[src/logic/pes_regs_end.sv]
// Companion file of the register bank, holds no code
`timescale 1ns/1ps
`default_nettype none
`default_nettype wire

[src/logic/pes_pkg.sv]
// Constants, register map and field layout of the PHY extended status and control bank
// What this block does
// - Speed reads 10 for 1000 Mbps; duplex 1 full, 0 half; valid once resolved.
// - Resolved flag is set when auto-negotiation completed or disabled, else 0.
// - Page received bit latches high on a page and clears when read.
// - Crossover bit is set when pairs A/B and C/D are swapped.
// - Two read-only bits show transmit and receive pause capability of the host MAC.
// - Polarity bit is set when any of the four pairs is reversed.
// - Jabber bit reads 1 while jabber is detected, 0 otherwise.
// - No idles within 1 ms drops lock, brings link down, sets idle-loss bit.
// - Serial-side auto-negotiation enable, reset 1, applied only at a software reset.
// - Receive error counter is 16 bits and saturates at all ones.
`default_nettype none
package pes_pkg;
   // Bus geometry
   localparam int          WB_AW            = 8;
   localparam int          WB_DW            = 32;
   localparam int          REG_W            = 16;
   // Register indices, byte address is four times the index
   localparam logic [5:0]  IDX_STAT1        = 6'h11;
   localparam logic [5:0]  IDX_CTRL2        = 6'h14;
   localparam logic [5:0]  IDX_RXERR        = 6'h15;
   localparam logic [5:0]  IDX_IRQ_STAT     = 6'h18;
   localparam logic [5:0]  IDX_IRQ_MASK     = 6'h19;
   localparam logic [5:0]  IDX_SOFT_RST     = 6'h1A;
   // Extended status one fields
   localparam int          ST_SPEED_HI      = 15;
   localparam int          ST_SPEED_LO      = 14;
   localparam int          ST_DUPLEX        = 13;
   localparam int          ST_PAGE          = 12;
   localparam int          ST_RESOLVED      = 11;
   localparam int          ST_LINK          = 10;
   localparam int          ST_XOVER         = 6;
   localparam int          ST_TX_PAUSE      = 3;
   localparam int          ST_RX_PAUSE      = 2;
   localparam int          ST_POLARITY      = 1;
   localparam int          ST_JABBER        = 0;
   localparam logic [1:0]  SPEED_1000       = 2'h2;
   // Extended control two fields
   localparam int          CT_IDLE_LOSS     = 15;
   localparam int          CT_SER_AN        = 3;
   localparam logic [15:0] CTRL2_RST        = 16'h0C68;
   localparam logic [15:0] CTRL2_WR_MASK    = 16'h7FFF;
   // Receive error counter
   localparam logic [15:0] RXERR_RST        = 16'h0000;
   localparam logic [15:0] RXERR_MAX        = 16'hFFFF;
   // Interrupt status and mask layout
   localparam int          IRQ_W            = 4;
   localparam int          IRQ_PAGE         = 0;
   localparam int          IRQ_IDLE_LOSS    = 1;
   localparam int          IRQ_JABBER       = 2;
   localparam int          IRQ_ERR_SAT      = 3;
   localparam logic [3:0]  IRQ_MASK_RST     = 4'h0;
   // Software reset register
   localparam int          SR_GO            = 0;
   // Idle watchdog timing
   localparam int          IDLE_TIMEOUT_MS  = 1;
   localparam int          CLK_MHZ          = 250;
   localparam int          IDLE_TIMEOUT_CYC = IDLE_TIMEOUT_MS * CLK_MHZ * 1000;
   // Idle watchdog states
   typedef enum logic [1:0] {
      PES_WD_OFF    = 2'b00,
      PES_WD_LOCKED = 2'b01,
      PES_WD_LOST   = 2'b10
   } pes_wd_e;
endpackage
`default_nettype wire

[src/logic/pes_idle_wd.sv]
// Idle pattern watchdog that guards the link lock
`timescale 1ns/1ps
`default_nettype none
module pes_idle_wd #(
   parameter int TIMEOUT_CYC = pes_pkg::IDLE_TIMEOUT_CYC
) (
   // Clock and reset
   input  wire logic clk_i,
   input  wire logic rst_i,
   // Link activity
   input  wire logic active_i,
   input  wire logic idle_i,
   // Lock state
   output logic      lock_o,
   output logic      lost_o,
   output logic      lost_pulse_o
);
   localparam int CW = $clog2(TIMEOUT_CYC + 1);
   localparam logic [CW-1:0] LAST = CW'(TIMEOUT_CYC - 1);

   pes_pkg::pes_wd_e state_q;
   logic [CW-1:0]    cnt_q;

   ////////////////////////////////////////////////////////////////////////////
   // Lock state machine, lock falls after a full timeout without idles
   always_ff @(posedge clk_i) begin
      if (rst_i) begin
         state_q <= pes_pkg::PES_WD_OFF;
      end else begin
         case (state_q)
            pes_pkg::PES_WD_OFF: begin
               if (active_i) begin
                  state_q <= pes_pkg::PES_WD_LOCKED;
               end
            end
            pes_pkg::PES_WD_LOCKED: begin
               if (!active_i) begin
                  state_q <= pes_pkg::PES_WD_OFF;
               end else if (!idle_i && cnt_q == LAST) begin
                  state_q <= pes_pkg::PES_WD_LOST;
               end
            end
            pes_pkg::PES_WD_LOST: begin
               if (!active_i) begin
                  state_q <= pes_pkg::PES_WD_OFF;
               end else if (idle_i) begin
                  state_q <= pes_pkg::PES_WD_LOCKED;
               end
            end
            default: state_q <= pes_pkg::PES_WD_OFF;
         endcase
      end
   end

   // Cycles since the last idle pattern
   always_ff @(posedge clk_i) begin
      if (rst_i) begin
         cnt_q <= '0;
      end else if (state_q != pes_pkg::PES_WD_LOCKED || idle_i) begin
         cnt_q <= '0;
      end else if (cnt_q != LAST) begin
         cnt_q <= cnt_q + 1'b1;
      end
   end

   // Lock outputs
   assign lock_o       = (state_q == pes_pkg::PES_WD_LOCKED);
   assign lost_o       = (state_q == pes_pkg::PES_WD_LOST);
   assign lost_pulse_o = lock_o && active_i && !idle_i && cnt_q == LAST;
endmodule
`default_nettype wire

[src/logic/pes_regs.sv]
// Extended status, control and receive error registers on a classic Wishbone slave
`timescale 1ns/1ps
`default_nettype none
module pes_regs #(
   parameter int IDLE_TIMEOUT_CYC = pes_pkg::IDLE_TIMEOUT_CYC
) (
   // Clock and reset
   input  wire logic                     clk_i,
   input  wire logic                     rst_i,
   // Wishbone slave
   input  wire logic                     cyc_i,
   input  wire logic                     stb_i,
   input  wire logic                     we_i,
   input  wire logic [pes_pkg::WB_AW-1:0] adr_i,
   input  wire logic [3:0]               sel_i,
   input  wire logic [pes_pkg::WB_DW-1:0] dat_i,
   output logic      [pes_pkg::WB_DW-1:0] dat_o,
   output logic                          ack_o,
   // Twisted-pair side status
   input  wire logic [1:0]               speed_i,
   input  wire logic                     full_duplex_i,
   input  wire logic                     tp_an_enable_i,
   input  wire logic                     tp_an_complete_i,
   input  wire logic                     page_rx_i,
   input  wire logic                     link_up_i,
   input  wire logic                     crossover_i,
   input  wire logic [3:0]               pair_reversed_i,
   input  wire logic                     jabber_i,
   input  wire logic                     rx_error_i,
   input  wire logic                     idle_seen_i,
   // Serial side status
   input  wire logic                     mac_tx_pause_i,
   input  wire logic                     mac_rx_pause_i,
   // Control outputs
   output logic                          serdes_an_en_o,
   output logic                          link_lock_o,
   output logic                          soft_rst_o,
   // Interrupt
   output logic                          irq_o
);

   ////////////////////////////////////////////////////////////////////////////
   // Merge write data into a register through the byte lanes
   function automatic logic [15:0] lane_merge(input logic [15:0] old_v,
                                              input logic [15:0] new_v,
                                              input logic [1:0]  sel);
      logic [15:0] r;
      r = old_v;
      if (sel[0]) begin
         r[7:0] = new_v[7:0];
      end
      if (sel[1]) begin
         r[15:8] = new_v[15:8];
      end
      return r;
   endfunction

   // Register declarations
   logic                 ack_q;
   logic [31:0]          rdata_q;
   logic [15:0]          ctrl_q;
   logic                 ser_an_q;
   logic                 page_q;
   logic [15:0]          err_q;
   logic [3:0]           irq_stat_q;
   logic [3:0]           irq_mask_q;
   logic                 srst_q;
   logic                 jab_q;
   logic                 sat_hit;
   logic [1:0]           speed_q;
   logic                 dup_q;
   logic                 res_q;
   logic                 xover_q;
   logic                 txp_q;
   logic                 rxp_q;
   logic                 pol_q;
   logic                 link_q;
   logic                 lock;
   logic                 lost;
   logic                 lost_pulse;
   logic                 req;
   logic                 wr;
   logic                 rd;
   logic [5:0]           idx;
   logic [15:0]          wdat;
   logic [15:0]          stat1;
   logic [15:0]          ctrl_rd;
   logic [3:0]           irq_set;
   logic                 rd_stat1;
   logic                 rd_err;

   ////////////////////////////////////////////////////////////////////////////
   // Bus decode, a request is taken in the cycle before its ack
   assign req      = cyc_i && stb_i && !ack_q;
   assign wr       = req && we_i;
   assign rd       = req && !we_i;
   assign idx      = adr_i[7:2];
   assign wdat     = dat_i[15:0];
   assign rd_stat1 = rd && idx == pes_pkg::IDX_STAT1;
   assign rd_err   = rd && idx == pes_pkg::IDX_RXERR;

   // Ack one cycle after the request, dropped in the next cycle
   always_ff @(posedge clk_i) begin
      if (rst_i) begin
         ack_q <= 1'b0;
      end else begin
         ack_q <= req;
      end
   end
   assign ack_o = ack_q;

   ////////////////////////////////////////////////////////////////////////////
   // Idle watchdog for link lock
   pes_idle_wd #(
      .TIMEOUT_CYC (IDLE_TIMEOUT_CYC)
   ) u_idle_wd (
      .clk_i        (clk_i),
      .rst_i        (rst_i),
      .active_i     (link_up_i),
      .idle_i       (idle_seen_i),
      .lock_o       (lock),
      .lost_o       (lost),
      .lost_pulse_o (lost_pulse)
   );
   assign link_lock_o = lock;

   ////////////////////////////////////////////////////////////////////////////
   // Sampled status of the twisted-pair and serial sides
   always_ff @(posedge clk_i) begin
      if (rst_i) begin
         speed_q <= 2'h0;
         dup_q   <= 1'b0;
         res_q   <= 1'b0;
         xover_q <= 1'b0;
         txp_q   <= 1'b0;
         rxp_q   <= 1'b0;
         pol_q   <= 1'b0;
         jab_q   <= 1'b0;
         link_q  <= 1'b0;
      end else begin
         speed_q <= speed_i;
         dup_q   <= full_duplex_i;
         res_q   <= tp_an_enable_i ? tp_an_complete_i : 1'b1;
         xover_q <= crossover_i;
         txp_q   <= mac_tx_pause_i;
         rxp_q   <= mac_rx_pause_i;
         pol_q   <= |pair_reversed_i;
         jab_q   <= jabber_i;
         link_q  <= link_up_i && lock;
      end
   end

   // Page received latches high, cleared by a read, a new page wins
   always_ff @(posedge clk_i) begin
      if (rst_i) begin
         page_q <= 1'b0;
      end else if (page_rx_i) begin
         page_q <= 1'b1;
      end else if (rd_stat1 || srst_q) begin
         page_q <= 1'b0;
      end
   end

   // Extended status one word
   always_comb begin
      stat1                                         = 16'h0000;
      stat1[pes_pkg::ST_SPEED_HI:pes_pkg::ST_SPEED_LO] = speed_q;
      stat1[pes_pkg::ST_DUPLEX]                     = dup_q;
      stat1[pes_pkg::ST_PAGE]                       = page_q;
      stat1[pes_pkg::ST_RESOLVED]                   = res_q;
      stat1[pes_pkg::ST_LINK]                       = link_q;
      stat1[pes_pkg::ST_XOVER]                      = xover_q;
      stat1[pes_pkg::ST_TX_PAUSE]                   = txp_q;
      stat1[pes_pkg::ST_RX_PAUSE]                   = rxp_q;
      stat1[pes_pkg::ST_POLARITY]                   = pol_q;
      stat1[pes_pkg::ST_JABBER]                     = jab_q;
   end

   ////////////////////////////////////////////////////////////////////////////
   // Extended control two, unused bits are stored as written for the host
   always_ff @(posedge clk_i) begin
      if (rst_i) begin
         ctrl_q <= pes_pkg::CTRL2_RST;
      end else if (wr && idx == pes_pkg::IDX_CTRL2) begin
         ctrl_q <= lane_merge(ctrl_q, wdat, sel_i[1:0]) & pes_pkg::CTRL2_WR_MASK;
      end
   end

   // Serial auto-negotiation enable applied only at a software reset
   always_ff @(posedge clk_i) begin
      if (rst_i) begin
         ser_an_q <= pes_pkg::CTRL2_RST[pes_pkg::CT_SER_AN];
      end else if (srst_q) begin
         ser_an_q <= ctrl_q[pes_pkg::CT_SER_AN];
      end
   end
   assign serdes_an_en_o = ser_an_q;

   // Control word as read, with the idle-loss flag on top
   always_comb begin
      ctrl_rd                       = ctrl_q;
      ctrl_rd[pes_pkg::CT_IDLE_LOSS] = lost;
   end

   // Software reset strobe, one cycle per write of a one
   always_ff @(posedge clk_i) begin
      if (rst_i) begin
         srst_q <= 1'b0;
      end else begin
         srst_q <= wr && idx == pes_pkg::IDX_SOFT_RST && sel_i[0] && dat_i[pes_pkg::SR_GO];
      end
   end
   assign soft_rst_o = srst_q;

   ////////////////////////////////////////////////////////////////////////////
   // Receive error counter, saturating, cleared by a read, a new error wins
   always_ff @(posedge clk_i) begin
      if (rst_i) begin
         err_q <= pes_pkg::RXERR_RST;
      end else if (rd_err || srst_q) begin
         err_q <= rx_error_i ? 16'h0001 : pes_pkg::RXERR_RST;
      end else if (rx_error_i && err_q != pes_pkg::RXERR_MAX) begin
         err_q <= err_q + 16'h0001;
      end
   end

   // Counter reaches saturation in this cycle
   assign sat_hit = rx_error_i && !rd_err && !srst_q && err_q == 16'hFFFE;

   ////////////////////////////////////////////////////////////////////////////
   // Interrupt events
   always_comb begin
      irq_set                         = 4'h0;
      irq_set[pes_pkg::IRQ_PAGE]      = page_rx_i;
      irq_set[pes_pkg::IRQ_IDLE_LOSS] = lost_pulse;
      irq_set[pes_pkg::IRQ_JABBER]    = jabber_i && !jab_q;
      irq_set[pes_pkg::IRQ_ERR_SAT]   = sat_hit;
   end

   // Sticky status, write one to clear, a new event wins
   always_ff @(posedge clk_i) begin
      if (rst_i) begin
         irq_stat_q <= 4'h0;
      end else if (wr && idx == pes_pkg::IDX_IRQ_STAT && sel_i[0]) begin
         irq_stat_q <= (irq_stat_q & ~dat_i[3:0]) | irq_set;
      end else begin
         irq_stat_q <= irq_stat_q | irq_set;
      end
   end

   // Interrupt mask
   always_ff @(posedge clk_i) begin
      if (rst_i) begin
         irq_mask_q <= pes_pkg::IRQ_MASK_RST;
      end else if (wr && idx == pes_pkg::IDX_IRQ_MASK && sel_i[0]) begin
         irq_mask_q <= dat_i[3:0];
      end
   end
   assign irq_o = |(irq_stat_q & irq_mask_q);

   ////////////////////////////////////////////////////////////////////////////
   // Read data, unmapped addresses read zero
   always_ff @(posedge clk_i) begin
      if (rst_i) begin
         rdata_q <= 32'h0000_0000;
      end else if (rd) begin
         case (idx)
            pes_pkg::IDX_STAT1:    rdata_q <= {16'h0000, stat1};
            pes_pkg::IDX_CTRL2:    rdata_q <= {16'h0000, ctrl_rd};
            pes_pkg::IDX_RXERR:    rdata_q <= {16'h0000, err_q};
            pes_pkg::IDX_IRQ_STAT: rdata_q <= {28'h000_0000, irq_stat_q};
            pes_pkg::IDX_IRQ_MASK: rdata_q <= {28'h000_0000, irq_mask_q};
            default:               rdata_q <= 32'h0000_0000;
         endcase
      end
   end
   assign dat_o = rdata_q;
endmodule
`default_nettype wire

[config.mk]
export PLATFORM = sky130hd
export DESIGN_NAME = pes_regs
export DESIGN_NICKNAME = d
export VERILOG_FILES = /design/src/logic/pes_regs_end.sv /design/src/logic/pes_pkg.sv /design/src/logic/pes_idle_wd.sv /design/src/logic/pes_regs.sv
export SDC_FILE = /design/constraint.sdc
export NUM_CORES = 1
export LEC_CHECK = 0
export ABC_AREA = 1
export BUFFER_PORTS_ARGS = -buffer_cell sky130_fd_sc_hd__buf_2
export CAP_MARGIN = 20
export CORE_UTILIZATION = 30
export CTS_BUF_LIST = sky130_fd_sc_hd__clkbuf_16
export DETAILED_ROUTE_END_ITERATION = 6
export SLEW_MARGIN = 10
export SYNTH_ARGS = -nofsm -noshare
export SYNTH_HDL_FRONTEND = slang
export SYNTH_HIERARCHICAL = 1
export SYNTH_SLANG_ARGS = --single-unit
export TNS_END_PERCENT = 1
[constraint.sdc]
create_clock -name clk_i -period 2.8 [get_ports clk_i]
set_input_delay 0.14 -clock clk_i [delete_from_list [all_inputs] [get_ports clk_i]]
set_output_delay 0.14 -clock clk_i [all_outputs]
set_load 0.05 [all_outputs]
==> flow_metrics.tcl <==
set metrics [dict create \
    status "finished, final reports clean" \
    synth_common_cells "168 x nand2_1, 97 x nor2_1, 89 x dfxtp_1, 76 x inv_1, 45 x a21oi_1" \
    worstPathArrival_ns 2.17 \
    clkTransAtPathRegs_ns 0.07 \
    worstSetupPathType "flop to flop" \
    path_delay_family "simple AND/OR/NAND/NOR gates" \
    io_pins 103 \
    fill_cells 1596 \
    pwr-share-comb_pct 8.3 \
    layout-drive-gt1-share_pct 16.8 \
    synth-async-reset-ratio_pct 0 \
    skew_ns 0.00454 \
    synth_ff_type "dfxtp_1" \
    grt_setup_unrepaired "false" \
    firstDrtPassIters 4 \
    hold_path_class "input pin to flop" \
    period_share_pct 67.3 \
    num_vias 4203 \
    placementRows 44 \
    grt_pass1_vias 3816 \
    pwr-share-clk_pct 42.5 \
    cp-start-kind "flop" \
    ys_top_cells_by_area "dfxtp_1 40%, nand2_1 14%, nor2_1 8.2%" \
    final-seq-area_um2 1780 \
    slowest_stage "nor2_1" \
    htree_num_levels 3 \
    yosysSeqAreaShare_pct 40.1 \
    clock-sinks 89 \
    gp_congestion 0.862 \
    ys_ff_latch 89 \
    wl_mm 11.2 \
    grt_pass1_wl_mm 18.4 \
    end_kind "flop" \
    grt_overflow_total 0 \
    vias_per_cell 4.58 \
    clockBufferDepth 2 \
    p_seq_share_pct 49.3 \
    wl_per_cell_um 12.3 \
    slew_viol_final 0 \
    drc 0 \
    critPathMaxFanout 21 \
    crit_chain "nor3_2, buf_4, nand3_1, nand2_2, nor2_1, nand2_1, a21oi_2" \
    max_freq_ghz 0.530 \
    worstPathRequired_ns 3.09 \
    relSlewSlack_pct 45.0 \
    grt_use_total_pct 15.8 \
    cts_root_buf "clkbuf_16" \
    insertion_delay_ns 0.35 \
    die_area_um2 15300 \
    power.switching_uw 687 \
    syn_avg_cell_area_um2 6.74 \
    max_stage_delay_ns 0.64 \
    synth.distinct_cells 35 \
    syn2layout_area_growth_pct 17.9 \
    power_density_nw_per_um2 503 \
    cts_tree "done" \
    ys_warn_count 6 \
    syn_area_um2 4440 \
    ant_nets 0 \
    internal_power_uw 1940 \
    sw_frac_of_total_pct 26.1 \
    grt_max_degree 25 \
    synth-edff-count 0 \
    place.port_buffers 65 \
    hold_buffers 8 \
    ir_worst_vdd_v 0.000244 \
    max_cap_violations 0 \
    synth.top_cell.area_share_pct 40.1 \
    finalHoldViolCount 0 \
    dieWidth_um 124 \
    drt-initial-drc-count 188 \
    start_util_pct 30.7 \
    synth_cells 658 \
    fin_hold_ws_ns 0.00714 \
    die_h_um 124 \
    critPathBufInv 1 \
    yosysMostFrequentCell "nand2_1" \
    synth_area_leader_cell "dfxtp_1" \
    final_nets 798 \
    finalSetupTns_ns 0 \
    cts_setup_buffers 0 \
    multi_input_area_um2 2230 \
    core_um2 14500 \
    place_hpwl_mm 8.30 \
    period_needed_ns 1.89 \
    setup_viol 0 \
    leakage_uw 0.00215 \
    cts_resized 0 \
    cts_buffers 9 \
    worstMarginPinSlew_ns 0.822 \
    grt_antenna_before_repair 0 \
    diodes 0 \
]
## tightest hold or removal path: cells and delay by family
kind	cells	cell delay [ns]
buffers and inverters	1	0.08
and+or+nand+nor	2	0.10
## placed cells by master (no fill, tap or decap), types with 3 or more instances in the layout
master / instances
clkinv_2: 4
nor2_1: 97
nand4_1: 8
nor3_1: 13
nand3_1: 34
ha_1: 3
inv_1: 76
nand2_2: 7
dfxtp_1: 89
nand3_2: 7
nor2_2: 11
o22ai_1: 8
conb_1: 16
a21oi_1: 45
nand2_1: 168
o21ai_0: 27
buf_2: 65
dlygate4sd3_1: 8
o21ai_1: 4
xor2_1: 4
clkbuf_16: 9
o211ai_1: 5
## flip-flops by register name, summed over array words and instances, names as in the netlist, 2 cells and up
signal / count
irq_mask_q: 4
dat_o: 16
ctrl_q: 15
u_idle_wd/cnt_q: 18
err_q: 16
irq_stat_q: 4
u_idle_wd/state_q: 2
speed_q: 2
## power by group through the flow
stage               Clock (µW)  Sequential [µW]  Combinational, µW
global route              1200             1300                241
finish                    1120             1300                218
CTS                       1150             1300                219
global placement             0             1320                211
floorplan                    0             1330                150
detailed placement           0             1320                210
## kinds of logic (layout without fill, tap and decap cells)
logic type,after synthesis,count (layout),synth area share (%)
DFF,89,89,40.1
adders and majority gates,3,3,0.846
other,1,16,0.0845
xor gates and xnor gates,6,6,1.18
buffers and inverters,109,170,11.0
AOI/OAI and AO/OA,94,94,11.5
and+or+nand+nor,356,356,35.3
## through the flow
stage	setup slack [ns]	utilization [%]	power, µW	area [µm²]	std cells
after floorplan	1.26	-	1480	4490	673
final	0.915	36.1	2630	5230	918
after global placement	0.890	33.7	1540	4880	894
after CTS	0.883	36.1	2660	5230	918
after detailed placement	0.888	33.7	1540	4880	894
after global routing	0.682	36.1	2740	5230	918
## final cells by class
| class | instances | share of cell area [%] |
|---|---|---|
| Timing Repair Buffer | 75 | 8.04 |
| Inverter | 79 | 5.72 |
| Clock inverter | 7 | 0.861 |
| Tap cell | 184 | 4.40 |
| Clock buffer | 9 | 4.31 |
| Sequential cell | 89 | 34.1 |
| Multi-Input combinational cell | 475 | 42.6 |
## per-layer routing
layer	global-route usage, %	vias up	share of wire, %
met5	0	-	0
met4	4.89	0	1.8
met3	4.30	15	4.7
met2	25.8	91	46
met1	20.1	1895	47
li1	-	2202	-
## path summary, 6_finish.rpt
path	from	endpoint	slack, ns	cells past startpoint
min	dat_i[10]	ctrl_q[10]$_SDFFE_PP1P_	0.007	3
max	ack_o$_SDFF_PP0_	err_q[3]$_SDFFE_PP0P_	0.91	7
min reg2reg	ctrl_q[7]$_SDFFE_PP0P_	ctrl_q[7]$_SDFFE_PP0P_	0.46	2
max reg2reg	ack_o$_SDFF_PP0_	err_q[3]$_SDFFE_PP0P_	0.91	7
Power figures use the tool's default switching activity.
